<file path="src/logic/scg_pkg.sv">
package scg_pkg;

	// ------------------------------------------------------------
	// sizes
	// ------------------------------------------------------------
	localparam int SCG_NUM_SRC   = 7;
	localparam int SCG_NUM_PERIPH = 16;
	localparam int SCG_ADDR_W    = 6;

	// ------------------------------------------------------------
	// interrupt source bit positions
	// ------------------------------------------------------------
	localparam int SCG_SRC_PLL_LOCKED   = 0;
	localparam int SCG_SRC_CUR_LIMIT    = 1;
	localparam int SCG_SRC_INT_OSC_FAIL = 2;
	localparam int SCG_SRC_MAIN_OSC_FAIL = 3;
	localparam int SCG_SRC_POWER_ON     = 4;
	localparam int SCG_SRC_BROWN_OUT    = 5;
	localparam int SCG_SRC_PLL_FAILURE  = 6;

	// ------------------------------------------------------------
	// register byte offsets
	// ------------------------------------------------------------
	localparam logic [SCG_ADDR_W-1:0] SCG_OFF_RAW      = 6'h00;
	localparam logic [SCG_ADDR_W-1:0] SCG_OFF_MASKED   = 6'h04;
	localparam logic [SCG_ADDR_W-1:0] SCG_OFF_EN_SET   = 6'h08;
	localparam logic [SCG_ADDR_W-1:0] SCG_OFF_EN_CLR   = 6'h0C;
	localparam logic [SCG_ADDR_W-1:0] SCG_OFF_OSC_CFG  = 6'h10;
	localparam logic [SCG_ADDR_W-1:0] SCG_OFF_GATING   = 6'h14;
	localparam logic [SCG_ADDR_W-1:0] SCG_OFF_RUN_EN   = 6'h18;
	localparam logic [SCG_ADDR_W-1:0] SCG_OFF_SLEEP_EN = 6'h1C;
	localparam logic [SCG_ADDR_W-1:0] SCG_OFF_DEEP_EN  = 6'h20;
	localparam logic [SCG_ADDR_W-1:0] SCG_OFF_STATUS   = 6'h24;

	// ------------------------------------------------------------
	// oscillator config and gating fields
	// ------------------------------------------------------------
	localparam int SCG_OSC_CHECK_BIT = 0;
	localparam int SCG_OSC_IRQ_BIT   = 1;
	localparam int SCG_OSC_NOXTAL_BIT = 2;
	localparam int SCG_GATING_BIT    = 0;

	// ------------------------------------------------------------
	// supervision timing
	// ------------------------------------------------------------
	localparam int SCG_OSC_TIMEOUT_CYC = 64;
	localparam int SCG_OSC_CNT_W       = 7;

	// ------------------------------------------------------------
	// responses and power modes
	// ------------------------------------------------------------
	localparam logic [1:0] SCG_RESP_OKAY   = 2'h0;
	localparam logic [1:0] SCG_RESP_SLVERR = 2'h2;

	typedef enum logic [1:0] {
		SCG_MODE_RUN,
		SCG_MODE_SLEEP,
		SCG_MODE_DEEP
	} scg_mode_t;

endpackage

</file>
<file path="src/logic/scg_gate_if.sv">
interface scg_gate_if #(parameter int N = 16);
	logic         gating_on;
	scg_pkg::scg_mode_t mode;
	logic [N-1:0] run_en;
	logic [N-1:0] sleep_en;
	logic [N-1:0] deep_en;
	logic [N-1:0] clk_en;

	modport ctrl (output gating_on, mode, run_en, sleep_en, deep_en,
		input clk_en);
	modport gate (input gating_on, mode, run_en, sleep_en, deep_en,
		output clk_en);
endinterface

</file>
<file path="src/logic/scg_sysctl.sv">
// Operation
// - seven interrupt sources, one bit each
// - only enabled pending sources reach interrupt
// - enable-set mask sets only given bits
// - enable-clear mask clears only given bits
// - raw and masked status views readable
// - oscillator check flags stopped main oscillator
// - failure raises interrupt or resets processor
// - no-crystal setting powers down oscillator circuit
// - gating off clocks peripherals as run
// - gating on follows sleep, deep-sleep enables
// - deep-sleep enable clear stops peripheral clock
// - stopped peripheral resumes with state kept
// - deep-sleep bits kept, ignored when gating off
// - software clear deasserts pending source
// - run enable clear at reset, blocks peripheral
module scg_sysctl
	import scg_pkg::*;
#(
	parameter int NUM_PERIPH = SCG_NUM_PERIPH
)(
	// clock and reset
	input  wire logic                      clk,
	input  wire logic                      reset_n,
	// axi4-lite write address
	input  wire logic [SCG_ADDR_W-1:0]     s_awaddr,
	input  wire logic                      s_awvalid,
	output logic                           s_awready,
	// axi4-lite write data
	input  wire logic [31:0]               s_wdata,
	input  wire logic [3:0]                s_wstrb,
	input  wire logic                      s_wvalid,
	output logic                           s_wready,
	// axi4-lite write response
	output logic [1:0]                     s_bresp,
	output logic                           s_bvalid,
	input  wire logic                      s_bready,
	// axi4-lite read address
	input  wire logic [SCG_ADDR_W-1:0]     s_araddr,
	input  wire logic                      s_arvalid,
	output logic                           s_arready,
	// axi4-lite read data
	output logic [31:0]                    s_rdata,
	output logic [1:0]                     s_rresp,
	output logic                           s_rvalid,
	input  wire logic                      s_rready,
	// event sources, one-cycle pulses
	input  wire logic                      pll_locked_event,
	input  wire logic                      current_limit_event,
	input  wire logic                      internal_osc_fail_event,
	input  wire logic                      power_on_event,
	input  wire logic                      brown_out_event,
	input  wire logic                      pll_failure_event,
	// main oscillator
	input  wire logic                      main_osc_tick,
	output logic                           crystal_pins_power_down,
	output logic                           processor_reset_req,
	// power mode
	input  wire scg_mode_t                 power_mode,
	// peripheral clock enables
	output logic [NUM_PERIPH-1:0]          periph_clk_en,
	// interrupt
	output logic                           irq
);
	import scg_pkg::*;

	// ------------------------------------------------------------
	// state
	// ------------------------------------------------------------
	logic [SCG_NUM_SRC-1:0] raw_reg;
	logic [SCG_NUM_SRC-1:0] en_reg;
	logic                   main_osc_check_on;
	logic                   main_osc_fail_irq_not_reset;
	logic                   crystal_absent;
	logic                   sleep_gating_on;
	logic [NUM_PERIPH-1:0]  run_en_reg;
	logic [NUM_PERIPH-1:0]  sleep_en_reg;
	logic [NUM_PERIPH-1:0]  deep_en_reg;
	logic                   osc_fail;
	logic [SCG_NUM_SRC-1:0] events;
	logic [SCG_NUM_SRC-1:0] masked;

	// ------------------------------------------------------------
	// axi4-lite write path
	// ------------------------------------------------------------
	logic                  aw_held_reg;
	logic                  w_held_reg;
	logic [SCG_ADDR_W-1:0] awaddr_reg;
	logic [31:0]           wdata_reg;
	logic [3:0]            wstrb_reg;
	logic                  wr_fire;
	logic                  wr_hit;
	logic [31:0]           wmask;

	assign wr_fire = aw_held_reg && w_held_reg && !s_bvalid;
	for (genvar b = 0; b < 4; b++) begin : g_strb
		assign wmask[8*b +: 8] = {8{wstrb_reg[b]}};
	end

	always_comb begin
		unique case (awaddr_reg)
			SCG_OFF_RAW, SCG_OFF_EN_SET, SCG_OFF_EN_CLR, SCG_OFF_OSC_CFG,
			SCG_OFF_GATING, SCG_OFF_RUN_EN, SCG_OFF_SLEEP_EN,
			SCG_OFF_DEEP_EN: wr_hit = 1'b1;
			default: wr_hit = 1'b0;
		endcase
	end

	// address and data taken in either order, held until response
	always_ff @(posedge clk or negedge reset_n) begin
		if (!reset_n) begin
			aw_held_reg <= 1'b0;
			w_held_reg  <= 1'b0;
			awaddr_reg  <= '0;
			wdata_reg   <= '0;
			wstrb_reg   <= '0;
			s_awready   <= 1'b0;
			s_wready    <= 1'b0;
			s_bvalid    <= 1'b0;
			s_bresp     <= SCG_RESP_OKAY;
		end else begin
			s_awready <= !aw_held_reg && !s_awready && !s_bvalid;
			s_wready  <= !w_held_reg && !s_wready && !s_bvalid;
			if (s_awvalid && s_awready) begin
				aw_held_reg <= 1'b1;
				awaddr_reg  <= s_awaddr;
				s_awready   <= 1'b0;
			end
			if (s_wvalid && s_wready) begin
				w_held_reg <= 1'b1;
				wdata_reg  <= s_wdata;
				wstrb_reg  <= s_wstrb;
				s_wready   <= 1'b0;
			end
			if (wr_fire) begin
				aw_held_reg <= 1'b0;
				w_held_reg  <= 1'b0;
				s_bvalid    <= 1'b1;
				s_bresp     <= wr_hit ? SCG_RESP_OKAY : SCG_RESP_SLVERR;
			end else if (s_bvalid && s_bready) begin
				s_bvalid <= 1'b0;
			end
		end
	end

	logic [31:0] wval;
	assign wval = wdata_reg & wmask;

	// ------------------------------------------------------------
	// interrupt status and enables
	// ------------------------------------------------------------
	always_comb begin
		events = '0;
		events[SCG_SRC_PLL_LOCKED]    = pll_locked_event;
		events[SCG_SRC_CUR_LIMIT]     = current_limit_event;
		events[SCG_SRC_INT_OSC_FAIL]  = internal_osc_fail_event;
		events[SCG_SRC_MAIN_OSC_FAIL] = osc_fail &&
			main_osc_fail_irq_not_reset;
		events[SCG_SRC_POWER_ON]      = power_on_event;
		events[SCG_SRC_BROWN_OUT]     = brown_out_event;
		events[SCG_SRC_PLL_FAILURE]   = pll_failure_event;
	end

	// write-one-to-clear; a new event in the same cycle wins
	always_ff @(posedge clk or negedge reset_n) begin
		if (!reset_n) begin
			raw_reg <= '0;
		end else begin
			if (wr_fire && awaddr_reg == SCG_OFF_RAW) begin
				raw_reg <= (raw_reg & ~wval[SCG_NUM_SRC-1:0])
					| events;
			end else begin
				raw_reg <= raw_reg | events;
			end
		end
	end

	always_ff @(posedge clk or negedge reset_n) begin
		if (!reset_n) begin
			en_reg <= '0;
		end else if (wr_fire && awaddr_reg == SCG_OFF_EN_SET) begin
			en_reg <= en_reg | wval[SCG_NUM_SRC-1:0];
		end else if (wr_fire && awaddr_reg == SCG_OFF_EN_CLR) begin
			en_reg <= en_reg & ~wval[SCG_NUM_SRC-1:0];
		end
	end

	assign masked = raw_reg & en_reg;

	// registered from the current masked value, so irq is a flop that lags raw&en by one cycle
	always_ff @(posedge clk or negedge reset_n) begin
		if (!reset_n) begin
			irq <= 1'b0;
		end else begin
			irq <= |masked;
		end
	end

	// ------------------------------------------------------------
	// oscillator and gating settings
	// ------------------------------------------------------------
	always_ff @(posedge clk or negedge reset_n) begin
		if (!reset_n) begin
			main_osc_check_on           <= 1'b0;
			main_osc_fail_irq_not_reset <= 1'b0;
			crystal_absent              <= 1'b0;
			sleep_gating_on             <= 1'b0;
		end else if (wr_fire && awaddr_reg == SCG_OFF_OSC_CFG) begin
			main_osc_check_on           <= wval[SCG_OSC_CHECK_BIT];
			main_osc_fail_irq_not_reset <= wval[SCG_OSC_IRQ_BIT];
			crystal_absent              <= wval[SCG_OSC_NOXTAL_BIT];
		end else if (wr_fire && awaddr_reg == SCG_OFF_GATING) begin
			sleep_gating_on <= wval[SCG_GATING_BIT];
		end
	end

	// deep-sleep bits always stored, whatever the gating setting
	always_ff @(posedge clk or negedge reset_n) begin
		if (!reset_n) begin
			run_en_reg   <= '0;
			sleep_en_reg <= '0;
			deep_en_reg  <= '0;
		end else if (wr_fire) begin
			if (awaddr_reg == SCG_OFF_RUN_EN) begin
				run_en_reg <= wval[NUM_PERIPH-1:0];
			end
			if (awaddr_reg == SCG_OFF_SLEEP_EN) begin
				sleep_en_reg <= wval[NUM_PERIPH-1:0];
			end
			if (awaddr_reg == SCG_OFF_DEEP_EN) begin
				deep_en_reg <= wval[NUM_PERIPH-1:0];
			end
		end
	end

	// ------------------------------------------------------------
	// oscillator supervision
	// ------------------------------------------------------------
	scg_osc_monitor u_mon (
		.clk        (clk),
		.reset_n    (reset_n),
		.check_on   (main_osc_check_on && !crystal_absent),
		.osc_tick   (main_osc_tick),
		.fail_pulse (osc_fail)
	);

	always_ff @(posedge clk or negedge reset_n) begin
		if (!reset_n) begin
			processor_reset_req     <= 1'b0;
			crystal_pins_power_down <= 1'b0;
		end else begin
			processor_reset_req <= osc_fail &&
				!main_osc_fail_irq_not_reset;
			crystal_pins_power_down <= crystal_absent;
		end
	end

	// ------------------------------------------------------------
	// peripheral clock gating
	// ------------------------------------------------------------
	scg_gate_if #(.N(NUM_PERIPH)) gif ();
	assign gif.gating_on = sleep_gating_on;
	assign gif.mode      = power_mode;
	assign gif.run_en    = run_en_reg;
	assign gif.sleep_en  = sleep_en_reg;
	assign gif.deep_en   = deep_en_reg;
	assign periph_clk_en = gif.clk_en;

	scg_clock_gate u_gate (
		.clk     (clk),
		.reset_n (reset_n),
		.g       (gif.gate)
	);

	// ------------------------------------------------------------
	// axi4-lite read path
	// ------------------------------------------------------------
	logic [31:0] rd_val;
	logic        rd_hit;

	always_comb begin
		rd_val = '0;
		rd_hit = 1'b1;
		unique case (s_araddr)
			SCG_OFF_RAW:      rd_val[SCG_NUM_SRC-1:0] = raw_reg;
			SCG_OFF_MASKED:   rd_val[SCG_NUM_SRC-1:0] = masked;
			SCG_OFF_EN_SET,
			SCG_OFF_EN_CLR:   rd_val[SCG_NUM_SRC-1:0] = en_reg;
			SCG_OFF_OSC_CFG: begin
				rd_val[SCG_OSC_CHECK_BIT]  = main_osc_check_on;
				rd_val[SCG_OSC_IRQ_BIT]    = main_osc_fail_irq_not_reset;
				rd_val[SCG_OSC_NOXTAL_BIT] = crystal_absent;
			end
			SCG_OFF_GATING:   rd_val[SCG_GATING_BIT] = sleep_gating_on;
			SCG_OFF_RUN_EN:   rd_val[NUM_PERIPH-1:0] = run_en_reg;
			SCG_OFF_SLEEP_EN: rd_val[NUM_PERIPH-1:0] = sleep_en_reg;
			SCG_OFF_DEEP_EN:  rd_val[NUM_PERIPH-1:0] = deep_en_reg;
			SCG_OFF_STATUS:   rd_val[NUM_PERIPH-1:0] = periph_clk_en;
			default:          rd_hit = 1'b0;
		endcase
	end

	always_ff @(posedge clk or negedge reset_n) begin
		if (!reset_n) begin
			s_arready <= 1'b0;
			s_rvalid  <= 1'b0;
			s_rdata   <= '0;
			s_rresp   <= SCG_RESP_OKAY;
		end else begin
			s_arready <= !s_rvalid && !s_arready;
			if (s_arvalid && s_arready) begin
				s_arready <= 1'b0;
				s_rvalid  <= 1'b1;
				s_rdata   <= rd_val;
				s_rresp   <= rd_hit ? SCG_RESP_OKAY : SCG_RESP_SLVERR;
			end else if (s_rvalid && s_rready) begin
				s_rvalid <= 1'b0;
			end
		end
	end
endmodule

</file>
<file path="src/logic/scg_osc_monitor.sv">
module scg_osc_monitor
	import scg_pkg::*;
(
	// clock and reset
	input  wire logic clk,
	input  wire logic reset_n,
	// control
	input  wire logic check_on,
	// oscillator activity
	input  wire logic osc_tick,
	// result
	output logic      fail_pulse
);
	// ------------------------------------------------------------
	// missing-tick watchdog
	// ------------------------------------------------------------
	logic [SCG_OSC_CNT_W-1:0] cnt_reg;
	logic                     tripped_reg;
	localparam logic [SCG_OSC_CNT_W-1:0] LIMIT =
		SCG_OSC_CNT_W'(SCG_OSC_TIMEOUT_CYC);

	always_ff @(posedge clk or negedge reset_n) begin
		if (!reset_n) begin
			cnt_reg <= '0;
		end else if (!check_on || osc_tick) begin
			cnt_reg <= '0;
		end else if (cnt_reg != LIMIT) begin
			cnt_reg <= cnt_reg + 1'b1;
		end
	end

	// one pulse per stop; re-armed by a tick or by turning check off
	always_ff @(posedge clk or negedge reset_n) begin
		if (!reset_n) begin
			tripped_reg <= 1'b0;
			fail_pulse  <= 1'b0;
		end else begin
			fail_pulse <= check_on && !tripped_reg &&
				cnt_reg == LIMIT;
			if (!check_on || osc_tick) begin
				tripped_reg <= 1'b0;
			end else if (cnt_reg == LIMIT) begin
				tripped_reg <= 1'b1;
			end
		end
	end
endmodule

</file>
<file path="src/logic/scg_clock_gate.sv">
module scg_clock_gate
	import scg_pkg::*;
(
	input wire logic clk,
	input wire logic reset_n,
	scg_gate_if.gate g
);
	// ------------------------------------------------------------
	// per-peripheral enable selection
	// ------------------------------------------------------------
	// registered enable; a real cell-based gate would latch this
	for (genvar i = 0; i < $bits(g.run_en); i++) begin : g_per
		always_ff @(posedge clk or negedge reset_n) begin
			if (!reset_n) begin
				g.clk_en[i] <= 1'b0;
			end else if (!g.run_en[i]) begin
				g.clk_en[i] <= 1'b0;
			end else if (!g.gating_on || g.mode == SCG_MODE_RUN) begin
				g.clk_en[i] <= 1'b1;
			end else if (g.mode == SCG_MODE_SLEEP) begin
				g.clk_en[i] <= g.sleep_en[i];
			end else begin
				g.clk_en[i] <= g.deep_en[i];
			end
		end
	end
endmodule

</file>
<file path="config.mk">
export PLATFORM = sky130hd
export DESIGN_NAME = scg_sysctl
export DESIGN_NICKNAME = d
export VERILOG_FILES = /design/src/logic/scg_pkg.sv /design/src/logic/scg_gate_if.sv /design/src/logic/scg_sysctl.sv /design/src/logic/scg_osc_monitor.sv /design/src/logic/scg_clock_gate.sv
export SDC_FILE = /design/constraint.sdc
export NUM_CORES = 1
export LEC_CHECK = 0
export BUFFER_PORTS_ARGS = -buffer_cell sky130_fd_sc_hd__buf_4
export CAP_MARGIN = 20
export CORE_AREA = 2 2 124 126
export CTS_BUF_LIST = sky130_fd_sc_hd__clkbuf_16
export CTS_CLUSTER_SIZE = 40
export DETAILED_ROUTE_END_ITERATION = 8
export DIE_AREA = 0 0 126 128
export GPL_TIMING_DRIVEN = 0
export PLACE_DENSITY = 0.66
export REMOVE_ABC_BUFFERS = 1
export SYNTH_ARGS = -nofsm -noshare
export SYNTH_HDL_FRONTEND = slang
export SYNTH_SLANG_ARGS = --single-unit
</file>
<file path="constraint.sdc">
create_clock -name clk -period 4.7 [get_ports clk]
set_input_delay 0.235 -clock clk [delete_from_list [all_inputs] [get_ports clk]]
set_output_delay 0.235 -clock clk [all_outputs]
set_load 0.03 [all_outputs]
</file>
# --- After elaboration in Yosys (flattened, before gate mapping) ---
# Index checks and enable logic that the tools add are counted.
# W data, S select, Z words.
classes:
  eq_ne: 19
  bitwise: 9
  n_addsub: 1
  mux: 74
  reduce_logical: 54
ops:
  columns: ["operator", "count"]
  rows:
  - ["$mux W1", 63]
  - ["$eq A6 B5 Y1 const B", 8]
  - ["$pmux W9 S4", 1]
  - ["$mux W7", 5]
  - ["$pmux W4 S7", 1]
  - ["$eq A6 B4 Y1 const B", 4]
  - ["$logic_and A1 B1 Y1", 22]
  - ["$and A7 B7 Y7", 3]
  - ["$or A7 B7 Y7", 3]
  - ["$eq A6 B6 Y1 const B", 3]
  - ["$and A16 B16 Y16", 1]
  - ["$pmux W2 S8", 1]
  - ["$reduce_bool A2 Y1", 7]
  - ["$logic_not A1 Y1", 12]
  - ["$logic_not A6 Y1", 2]
  - ["$reduce_or A10 Y1", 1]
  - ["$pmux W1 S9", 1]
  - ["$reduce_and A2 Y1", 4]
  - ["$reduce_or A8 Y1", 1]
  - ["$add A7 B1 Y7 const B", 1]
  - ["$eq A7 B7 Y1 const B", 1]
  - ["$ne A7 B7 Y1 const B", 1]
  - ["$not A7 Y7", 1]
  - ["$reduce_or A7 Y1", 1]
  - ["7 further kinds", 9]
totals:
  in_bits: 64
  out_inout_bits: 60
  reg_bits: 145
  word_cells: 201

# --- Depth between registers and ports, before layout ---
# Gate-level depths: netlist of run 1.
depth:
  word_depth: 5
  mapped_depth: 6
  ltp_nobuf: 5

# --- By module ---
# From an unflattened synthesis of run 1, not the netlist that was laid out.
hier_totals:
  hier_cells: 608
  hier_area_um2: 6568.8
modules_own_cells:
  columns: ["module", "area_per_inst_um2", "instances", "cells_per_inst", "seq_area_each_um2"]
  rows:
  - ["scg_sysctl", 5382.7, 1, 509, 2952.8]
  - ["scg_clock_gate", 729.4, 1, 54, 400.4]
  - ["scg_osc_monitor", 456.7, 1, 45, 225.2]

# --- Worst setup path after synthesis of run 1 ---
# No wires, ideal clock.
synth_timing:
  path_type: "register to register"
  start: "reg awaddr_reg[1]"
  end: "reg deep_en_reg[1]"
  period_less_slack_ps: 1857
  stages_incl_launch_ff: 6
  setup_time_ps: 121
  arrival_ps: 1736
  required_time_ps: 4579
  path_buffers: 1
  path_slack_ps: 2843
  cell_sequence: "dfrtp_1 > or4_1 > or4b_4 > buf_6 > nand2_1 > o21ai_2"
synth_via:
  elab_chain_len: 2
synth_rtl:
  columns: ["item", "line", "text"]
  rows:
  - ["from (decl)", "scg_sysctl.sv:88", "logic [SCG_ADDR_W-1:0] awaddr_reg;"]
  - ["from (signal assigned)", "scg_sysctl.sv:126", "awaddr_reg <= s_awaddr;"]
  - ["$eq A6 B6 Y1", "scg_sysctl.sv:230", "if (awaddr_reg == SCG_OFF_DEEP_EN) begin"]
  - ["$reduce_and A2 Y1 (no source line)", null, null]
  - ["to (signal assigned)", "scg_sysctl.sv:231", "deep_en_reg <= wval[NUM_PERIPH-1:0];"]
  - ["to (decl)", "scg_sysctl.sv:78", "logic [NUM_PERIPH-1:0] deep_en_reg;"]
# No other way between the ends.
# A chain may end at the register's enable or synchronous reset.

# --- Worst setup path after layout of run 1 ---
layout_timing:
  start: "reg s_arready"
  end: "reg s_rdata[9]"
layout_via:
  elab_chain_len: 1
layout_rtl:
  columns: ["item", "line", "text"]
  rows:
  - ["from (decl)", "scg_sysctl.sv:41", "output logic s_arready,"]
  - ["from (signal assigned)", "scg_sysctl.sv:310", "s_arready <= !s_rvalid && !s_arready;"]
  - ["$logic_and A1 B1 Y1", "scg_sysctl.sv:311", "if (s_arvalid && s_arready) begin"]
  - ["to (signal assigned)", "scg_sysctl.sv:314", "s_rdata <= rd_val;"]
  - ["to (decl)", "scg_sysctl.sv:43", "output logic [31:0] s_rdata,"]
# No other way between the ends.

==> results of run 1 <==
cell families (layout without fill, tap and decap cells):
logic type | after synthesis | count (layout) | synth area share (%)
flops | 143 | 143 | 54.5
fa+ha+maj | 2 | 2 | 0.381
other cells | 1 | 18 | 0.0571
xor+xnor | 6 | 6 | 0.800
compound gates | 170 | 170 | 17.8
buf+inv | 59 | 140 | 4.82
simple gates | 188 | 188 | 15.3
mux | 38 | 38 | 6.31
cells in the mapped netlist (all sizes together), types with 11 or more instances:
library cell | n | share of area [%]
a22oi | 25 | 2.9
a21boi | 16 | 1.8
clkbuf | 21 | 1.2
buf | 28 | 3.0
mux2 | 27 | 4.6
dfrtp | 143 | 54
nand3b | 18 | 2.1
nand2 | 83 | 4.7
mux2i | 11 | 1.7
o21ai | 73 | 6.4
nor2 | 18 | 1.0
o221ai | 13 | 1.7
metrics by stage:
| step | hold WS, ns | instances | total power, mW |
|---|---|---|---|
| 2_1_floorplan | -0.0606 | 575 | 2.42 |
| 6_report | 0.0464 | 893 | 3.96 |
| 4_1_cts | 0.0325 | 893 | 3.98 |
| 5_1_grt | 0.0328 | 893 | 4.17 |
| 3_3_place_gp | 0.415 | 850 | 2.78 |
| 3_5_place_dp | 0.185 | 853 | 2.83 |
cell usage in the layout (no fill, tap or decap), drive strengths merged, types with 6 or more instances in the layout:
cell,synthesis,final
nand3b,18,18
clkbuf,21,17
o31ai,7,7
nand2,83,83
o21ai,73,73
dfrtp,143,143
nand3,10,10
nor3,8,8
nor2,18,18
a21o,6,6
buf,28,90
a21oi,7,7
a21boi,16,16
o221ai,13,13
mux2i,11,11
inv,9,13
dlygate4sd3,0,9
mux2,27,27
a22oi,25,25
and2,7,7
conb,1,18
clkinv,1,9
metal layers:
layer | track usage, % | vias to the layer above | wire [µm]
met5 | 0 | - | 0
met4 | 6.66 | 0 | 264
met3 | 5.05 | 25 | 1050
met2 | 34.1 | 194 | 7900
met1 | 28.2 | 2514 | 7140
li1 | - | 2359 | -
power by group:
group | internal (mW) | total, mW | leakage, nW | switching [mW]
Sequential | 1.55 | 1.86 | 1.89 | 0.319
Combinational | 0.404 | 0.959 | 1.36 | 0.554
Clock | 0.648 | 1.14 | 0.251 | 0.490
worst min-delay path by stage:
| stage | end | slack [ns] | cells past startpoint |
|---|---|---|---|
| 2_1_floorplan | asynchronous set/reset pin | -0.06 | 0 |
| 3_3_place_gp | raw_reg[6]$_DFF_PN0_ | 0.42 | 2 |
| 3_5_place_dp | awaddr_reg[0]$_DFFE_PN0P_ | 0.18 | 1 |
| 4_1_cts | awaddr_reg[0]$_DFFE_PN0P_ | 0.03 | 2 |
| 5_1_grt | wdata_reg[9]$_DFFE_PN0P_ | 0.03 | 2 |
| 6_report | wdata_reg[9]$_DFFE_PN0P_ | 0.05 | 2 |
worst register-to-register path: stages (launching register included):
cell	delay [ns]
dfrtp_1	0.39
nor4bb_1	0.88
o21ai_1	0.68
nand2b_1	0.59
o221ai_1	0.28
layout make-up:
type,count,area [µm²],area share [%]
multi-input combinational,422,2740,34.7
timing repair buffer,99,801,10.2
tap,188,235,2.99
inverter,10,37.5,0.477
clock buffer,17,425,5.40
sequential,143,3580,45.4
clock inverter,14,63.8,0.810
==> impl_metrics.env, run 1 <==
export IMPL_dpl_cell_area_um2=7300
export IMPL_avgSynthCellArea_um2=10.8
export IMPL_ios=124
export IMPL_utilization_pct=53.0
export IMPL_clk_pin_slew_ns=0.06
export IMPL_timing_rr_start="s_arready$_DFF_PN0_"
export IMPL_post_cts_buffers=0
export IMPL_dpl_hpwl_mm=10.9
export IMPL_cts_root_buf="clkbuf_16"
export IMPL_cellPowerDensity_nw_per_um2=503
export IMPL_finClkSkew_ns=0.00700
export IMPL_cts_made_buffers=17
export IMPL_synth_cell_area_um2=6570
export IMPL_io_buffers=87
export IMPL_crit_family="simple AND/OR/NAND/NOR gates"
export IMPL_cp_max_fo=10
export IMPL_holdCritStartpoint="s_wdata[9]"
export IMPL_routed_via_density=5.70
export IMPL_antenna_left=0
export IMPL_initial_core_util_pct=44.2
export IMPL_final_area_um2=7880
export IMPL_totalWireLength_mm=16.4
export IMPL_setup_tns_ns=0
export IMPL_worst_path_buf_inv=0
export IMPL_slew_limit_headroom_pct=26.0
export IMPL_first_iter_violations=437
export IMPL_hold_path_class="input pin to register"
export IMPL_maxSlewViolCount=0
export IMPL_setup_ws_ns=1.77
export IMPL_synth_cell_types=64
export IMPL_tritoncts="done"
export IMPL_synth_edff_count=0
export IMPL_post_cts_resized=0
export IMPL_rows=45
export IMPL_die_area_um2=16100
export IMPL_yosys_warnings=0
export IMPL_clock_path_buffers=2
export IMPL_status="completed"
export IMPL_start_kind="register"
export IMPL_startpoint="s_arready$_DFF_PN0_"
export IMPL_tightest_slew_ns=1.09
export IMPL_antenna_cells=0
export IMPL_endpoint="s_rdata[9]$_DFFE_PN0P_"
export IMPL_crit_arrival_ns=3.25
export IMPL_clock_latency_ns=0.42
export IMPL_path_depth=4
export IMPL_synth_async_reset_ratio_pct=100
export IMPL_grt_max_degree=101
export IMPL_drive_above_1_share_pct=22.8
export IMPL_die_h_um=128
export IMPL_synth_flop_cell="dfrtp_1"
export IMPL_drv_cap=0
export IMPL_cpPeakStageDelay_ns=0.88
export IMPL_synth_cells=607
export IMPL_end_kind="register"
export IMPL_finalCritPeriodShare_pct=62.3
export IMPL_core_um2=14900
export IMPL_clock_fmax_ghz=0.342
export IMPL_fin_crit_ns=2.93
export IMPL_peakVddDrop_mv=0.300
export IMPL_hold_buffers=9
export IMPL_fill_cells=1325
export IMPL_rsz0062_at_grt="no"
export IMPL_cp_required_ns=5.02
export IMPL_nets=759
export IMPL_critPathSlowestCell="nor4bb_1"
export IMPL_area_delta_synth_final_pct=20.0
export IMPL_criticalPathCategory="register to register"
export IMPL_routedWlPerCell_um=18.3
export IMPL_yosys_register_bits=143
export IMPL_setup_viol=0
export IMPL_yosysSeqAreaShare_pct=54.5
export IMPL_leakagePower_nw=3.50
export IMPL_grt_use_total_pct=21.1
export IMPL_r2r_end="s_rdata[9]$_DFFE_PN0P_"
export IMPL_first_pass_iters=5
export IMPL_drcViolationCount=0
export IMPL_gr_total_overflow=0
export IMPL_place_ws_ns=1.82
export IMPL_rrSetupSlack_ns=1.77
export IMPL_grt_first_pass_wirelength_mm=26.5
export IMPL_cts_sinks=143
export IMPL_antenna_found_initial=0
export IMPL_cts_max_level=4
export IMPL_place_congestion=0.846
export IMPL_grt_pass1_vias=5049
export IMPL_cp_cell_sequence="nor4bb_1 -> o21ai_1 -> nand2b_1 -> o221ai_1"
export IMPL_routed_via_count=5092
export IMPL_hold_viol=0
export IMPL_r2r_cells=4
export IMPL_die_x_um=126
No activity file was read; power rests on OpenSTA's default activity.
==> inputs of run 2 (changes only) <==
Settings changed: ABC_AREA from default to 1, CORE_AREA 2 2 124 126 to 2 2 125 127, DIE_AREA 0 0 126 128 to 0 0 127 129.
Clock period 4.7 ns to 3 ns, I/O delays scaled along.
==> impl_metrics.env, run 2 <==
export IMPL_status="completed"
export IMPL_clock_latency_ns=0.42
export IMPL_maxSlewViolCount=0
export IMPL_finalCritPeriodShare_pct=67.7
export IMPL_rsz0062_at_grt="no"
export IMPL_ios=124
export IMPL_drv_cap=0
export IMPL_die_area_um2=16400
export IMPL_slew_limit_headroom_pct=34.6
export IMPL_gr_total_overflow=0
export IMPL_synth_flop_cell="dfrtp_1"
export IMPL_cellPowerDensity_nw_per_um2=765
export IMPL_cpPeakStageDelay_ns=0.65
export IMPL_rows=45
export IMPL_antenna_left=0
export IMPL_power_share_sequential_pct=42.4
export IMPL_synth_cells=820
export IMPL_combPwrFrac_pct=22.3
export IMPL_leakagePower_nw=4.22
export IMPL_r2r_end="deep_en_reg[11]$_DFFE_PN0P_"
export IMPL_cts_made_buffers=17
export IMPL_dp_cells=1069
export IMPL_clk_pin_slew_ns=0.06
export IMPL_synth_top_area_share_pct=54.0
export IMPL_clock_fmax_ghz=0.492
export IMPL_utilization_pct=55.8
export IMPL_synth_cell_types=34
export IMPL_synth_common_cells="nand2_1, dfrtp_1, inv_1"
export IMPL_io_buffers=87
export IMPL_drive_above_1_share_pct=14.8
export IMPL_grt_first_pass_wirelength_mm=27.0
export IMPL_yosysSeqAreaShare_pct=54.0
export IMPL_stdcell_count=1135
export IMPL_layout_commonest_cell="nand2_1"
export IMPL_die_h_um=129
export IMPL_cts_sinks=143
export IMPL_fin_crit_ns=2.03
export IMPL_worst_path_buf_inv=0
export IMPL_grt_use_total_pct=21.1
export IMPL_r2r_cells=5
export IMPL_core_um2=15000
export IMPL_hold_viol=0
export IMPL_first_pass_iters=5
export IMPL_routed_via_count=5616
export IMPL_totalWireLength_mm=16.2
export IMPL_area_delta_synth_final_pct=26.1
export IMPL_rrSetupSlack_ns=0.97
export IMPL_holdCritStartpoint="s_awvalid"
export IMPL_cts_max_level=4
export IMPL_avgSynthCellArea_um2=8.08
export IMPL_criticalPathCategory="register to register"
export IMPL_place_congestion=0.822
export IMPL_nets=1001
export IMPL_cp_required_ns=3.31
export IMPL_routedWlPerCell_um=14.3
export IMPL_p_sw_mw=2.09
export IMPL_routed_via_density=4.95
export IMPL_tritoncts="done"
export IMPL_hold_path_class="input pin to register"
export IMPL_end_kind="register"
export IMPL_place_ws_ns=0.816
export IMPL_total_power_mw=6.39
export IMPL_synth_edff_count=0
export IMPL_timing_rr_start="awaddr_reg[1]$_DFFE_PN0P_"
export IMPL_hold_path_depth=4
export IMPL_grt_pass1_vias=5309
export IMPL_setup_tns_ns=0
export IMPL_cp_cell_sequence="nor2_1 -> nand2_1 -> nor2_2 -> nand4_2 -> o21ai_0"
export IMPL_initial_core_util_pct=44.2
export IMPL_antenna_found_initial=0
export IMPL_critPathSlowestCell="nand4_2"
export IMPL_clock_power_share_pct=35.3
export IMPL_first_iter_violations=494
export IMPL_cts_root_buf="clkbuf_16"
export IMPL_crit_family="simple AND/OR/NAND/NOR gates"
export IMPL_drcViolationCount=0
export IMPL_peakVddDrop_mv=0.596
export IMPL_final_cell_mix="nand2_1, dfrtp_1, buf_4, inv_1, o21ai_0"
export IMPL_start_kind="register"
export IMPL_yosys_register_bits=143
export IMPL_synth_area_leaders="dfrtp_1, nand2_1, o21ai_0"
export IMPL_dpl_cell_area_um2=7350
export IMPL_clock_path_buffers=2
export IMPL_die_x_um=127
export IMPL_dpl_hpwl_mm=10.6
export IMPL_min_to="awaddr_reg[0]$_DFFE_PN0P_"
export IMPL_p_sw_share_pct=32.6
export IMPL_setup_viol=0
export IMPL_post_synth_top_area_cell="dfrtp_1"
export IMPL_synth_async_reset_ratio_pct=100
export IMPL_final_area_um2=8350
export IMPL_crit_arrival_ns=2.34
export IMPL_yosysMostFrequentCell="nand2_1"
export IMPL_yosys_warnings=0
export IMPL_synth_cell_area_um2=6630
export IMPL_tightest_slew_ns=0.979
export IMPL_hold_ws_ns=0.0232
export IMPL_setup_ws_ns=0.969
export IMPL_grt_max_degree=96
export IMPL_cp_max_fo=32
export IMPL_antenna_cells=0
export IMPL_p_int_mw=4.30
export IMPL_finClkSkew_ns=0.00696
export IMPL_post_cts_buffers=0
-- run 2: changes by cell type after synthesis, moves of 18 or more --
| cell | before | now |
|---|---|---|
| inv_1 | 9 | 73 |
| nand3b_1 | 18 | 0 |
| nand2_1 | 83 | 309 |
| o21ai_1 | 3 | 26 |
| mux2_2 | 27 | 0 |
| nor2_1 | 18 | 44 |
| a22oi_1 | 25 | 0 |
-- run 2: area by class of cell --
type	count	area [µm²]
multi-input combinational	570	2540
timing repair buffer	125	1080
inverter	78	293
sequential	143	3580
clock inverter	14	200
tap	188	235
fill	1412	6620
clock buffer	17	425
-- run 2: worst min-delay path, delay by kind of cell --
| kind | cells | cell delay, ns |
|---|---|---|
| simple gates | 3 | 0.17 |
| buf+inv | 1 | 0.08 |
-- run 2: worst max path at each step --
| stage | startpoint | end | cells past startpoint |
|---|---|---|---|
| floorplan | s_bvalid$_DFFE_PN0P_ | gif.run_en[0]$_DFFE_PN0P_ | 5 |
| global placement | s_araddr[1] | s_rdata[7]$_DFFE_PN0P_ | 8 |
| detailed placement | s_bvalid$_DFFE_PN0P_ | gif.run_en[7]$_DFFE_PN0P_ | 5 |
| CTS | s_bvalid$_DFFE_PN0P_ | gif.run_en[15]$_DFFE_PN0P_ | 5 |
| global route | s_bvalid$_DFFE_PN0P_ | deep_en_reg[2]$_DFFE_PN0P_ | 5 |
| finish | awaddr_reg[1]$_DFFE_PN0P_ | deep_en_reg[11]$_DFFE_PN0P_ | 5 |
-- run 2: power groups by stage --
stage,clock (mW),sequential (mW),combinational [mW]
2_1_floorplan,0,2.84,0.721
3_3_place_gp,0,2.72,1.36
3_5_place_dp,0,2.73,1.40
4_1_cts,2.29,2.71,1.44
5_1_grt,2.38,2.77,1.62
6_report,2.25,2.71,1.43
-- run 2: repair_timing --
action,4_1_cts,5_1_grt
gates resized for setup,0,0
endpoints found under the setup margin,0,0
hold buffers,33,0
endpoints found under the hold margin,80,0
-- run 2: cell families after synthesis --
family | after synthesis | synth area share [%]
other | 1 | 0.0566
DFF | 143 | 54.0
buffers and inverters | 124 | 8.55
adders and majority gates | 2 | 0.378
AOI/OAI and AO/OA | 129 | 10.5
and+or+nand+nor | 421 | 26.5
-- run 2: layer usage --
layer | vias to the layer above | global-route usage, % | wire (µm)
li1 | 2826 | - | -
met1 | 2597 | 29.3 | 7590
met2 | 164 | 32.6 | 7480
met3 | 29 | 4.37 | 815
met4 | 0 | 8.34 | 347
met5 | - | 0 | 0
==> inputs of run 3 (changes only) <==
Clock period 3 ns to 1.9 ns, I/O delays scaled along.
==> impl_metrics.env, run 3 (synthesized netlist as in run 2, its figures left out) <==
export IMPL_status="completed"
export IMPL_total_power_mw=10.2
export IMPL_first_iter_violations=413
export IMPL_worst_path_buf_inv=2
export IMPL_grt_pass1_vias=5325
export IMPL_cts_made_buffers=17
export IMPL_dpl_cell_area_um2=7350
export IMPL_grt_first_pass_wirelength_mm=27.0
export IMPL_met1Wirelength_mm=7.71
export IMPL_clock_power_share_pct=35.1
export IMPL_fill_cells=1406
export IMPL_hold_path_class="input pin to register"
export IMPL_nets=1002
export IMPL_p_int_mw=6.82
export IMPL_r2r_cells=5
export IMPL_cts_max_level=4
export IMPL_antenna_found_initial=0
export IMPL_slew_limit_headroom_pct=33.4
export IMPL_final_area_um2=8380
export IMPL_routed_via_count=5613
export IMPL_core_um2=15000
export IMPL_drv_cap=0
export IMPL_maxUsedRoutingLayer="met4"
export IMPL_tritoncts="done"
export IMPL_cpPeakStageDelay_ns=0.43
export IMPL_drive_above_1_share_pct=15.1
export IMPL_cp_max_fo=32
export IMPL_routedWlPerCell_um=14.4
export IMPL_cp_cell_sequence="inv_1 -> nand3_2 -> inv_1 -> nand4_4 -> o21ai_0"
export IMPL_tightest_slew_ns=0.998
export IMPL_route_met3_wl_um=764
export IMPL_place_congestion=0.822
export IMPL_clock_fmax_ghz=0.582
export IMPL_grt_use_total_pct=21.1
export IMPL_combPwrFrac_pct=22.8
export IMPL_clock_path_buffers=2
export IMPL_cp_required_ns=2.23
export IMPL_initial_core_util_pct=44.2
export IMPL_power_share_sequential_pct=42.1
export IMPL_criticalPathCategory="register to register"
export IMPL_first_pass_iters=5
export IMPL_cts_root_buf="clkbuf_16"
export IMPL_area_delta_synth_final_pct=26.4
export IMPL_drcViolationCount=0
export IMPL_ios=124
export IMPL_rsz0062_at_grt="yes"
export IMPL_cts_sinks=143
export IMPL_maxSlewViolCount=0
export IMPL_dpl_hpwl_mm=10.6
export IMPL_fin_crit_ns=1.72
export IMPL_finalCritPeriodShare_pct=90.4
export IMPL_totalWireLength_mm=16.4
export IMPL_crit_arrival_ns=2.04
export IMPL_critPathSlowestCell="nand4_4"
export IMPL_setup_viol=0
export IMPL_final_cell_mix="nand2_1, dfrtp_1, buf_4, inv_1, o21ai_0"
export IMPL_crit_path_frequent_cell="inv_1"
export IMPL_leakagePower_nw=4.23
export IMPL_peakVddDrop_mv=0.947
export IMPL_clk_pin_slew_ns=0.06
export IMPL_hold_viol=0
export IMPL_die_h_um=129
export IMPL_path_depth=5
export IMPL_io_buffers=87
export IMPL_antenna_left=0
export IMPL_start_kind="register"
export IMPL_layout_commonest_cell="nand2_1"
export IMPL_p_sw_mw=3.35
export IMPL_rows=45
export IMPL_cellPowerDensity_nw_per_um2=1210
export IMPL_crit_family="simple AND/OR/NAND/NOR gates"
export IMPL_hold_path_depth=3
export IMPL_antenna_cells=0
export IMPL_die_x_um=127
export IMPL_finClkSkew_ns=0.00633
export IMPL_clock_latency_ns=0.42
export IMPL_routed_via_density=4.94
export IMPL_hold_ws_ns=0.0638
export IMPL_met2RoutedLength_mm=7.57
export IMPL_grt_max_degree=96
export IMPL_p_sw_share_pct=32.9
export IMPL_die_area_um2=16400
export IMPL_post_cts_buffers=0
export IMPL_gr_total_overflow=0
export IMPL_end_kind="register"
[run 3: power groups by stage]
stage	logic (mW)	clock network (mW)	registers [mW]
final	2.32	3.57	4.28
after global routing	2.62	3.75	4.38
after CTS	2.32	3.61	4.28
after detailed placement	2.21	0	4.32
after global placement	2.15	0	4.30
after floorplan	1.14	0	4.48
[run 3: area by class of cell]
| class | count | area, µm² | share of cell area, % |
|---|---|---|---|
| inverters | 78 | 294 | 3.51 |
| flip-flops and latches | 143 | 3580 | 42.7 |
| well taps | 188 | 235 | 2.81 |
| multi-input cells | 570 | 2580 | 30.8 |
| clock buffers | 17 | 425 | 5.08 |
| repair buffers | 126 | 1060 | 12.7 |
| clock inverters | 14 | 200 | 2.39 |
[run 3: worst paths after layout]
kind	from	end	slack (ns)
max reg2reg	s_bvalid$_DFFE_PN0P_	deep_en_reg[11]$_DFFE_PN0P_	0.18
min	power_mode[1]	u_gate.g.clk_en[10]$_DFF_PN0_	0.06
min reg2reg	u_mon.tripped_reg$_DFFE_PN0P_	u_mon.fail_pulse$_DFF_PN0_	0.43
max in group asynchronous	reset_n	awaddr_reg[1]$_DFFE_PN0P_	0.91
max	s_bvalid$_DFFE_PN0P_	deep_en_reg[11]$_DFFE_PN0P_	0.18
min in group asynchronous	reset_n	s_rdata[3]$_DFFE_PN0P_	0.17
[run 3: metrics by stage]
step	setup slack (ns)	util (%)	instances	TNS (ns)
6_report	0.182	55.9	1136	0
5_1_grt	-0.0329	55.9	1136	-0.0618
4_1_cts	0.0857	55.8	1136	0
3_5_place_dp	-0.284	49.1	1069	-7.91
3_3_place_gp	-0.536	48.8	1066	-15.90
2_1_floorplan	0.158	-	791	0
[run 3: metal layers]
layer / GRT usage (%) / vias up
li1: - / 2823
met1: 29.2 / 2621
met2: 32.8 / 144
met3: 4.37 / 25
met4: 8.34 / 0
met5: 0 / -
[run 3: timing repair]
item,CTS,global route
pin swaps,0,1
resized for setup,5,5
setup endpoints to repair,74,34
hold endpoints to repair,82,0
hold buffers,36,0
[run 3: worst reg2reg max path, stage by stage, from the launching register on]
cell     delay [ns]
dfrtp_1        0.41
inv_1          0.09
nand3_2        0.13
inv_1          0.23
nand4_4        0.43
o21ai_0        0.33
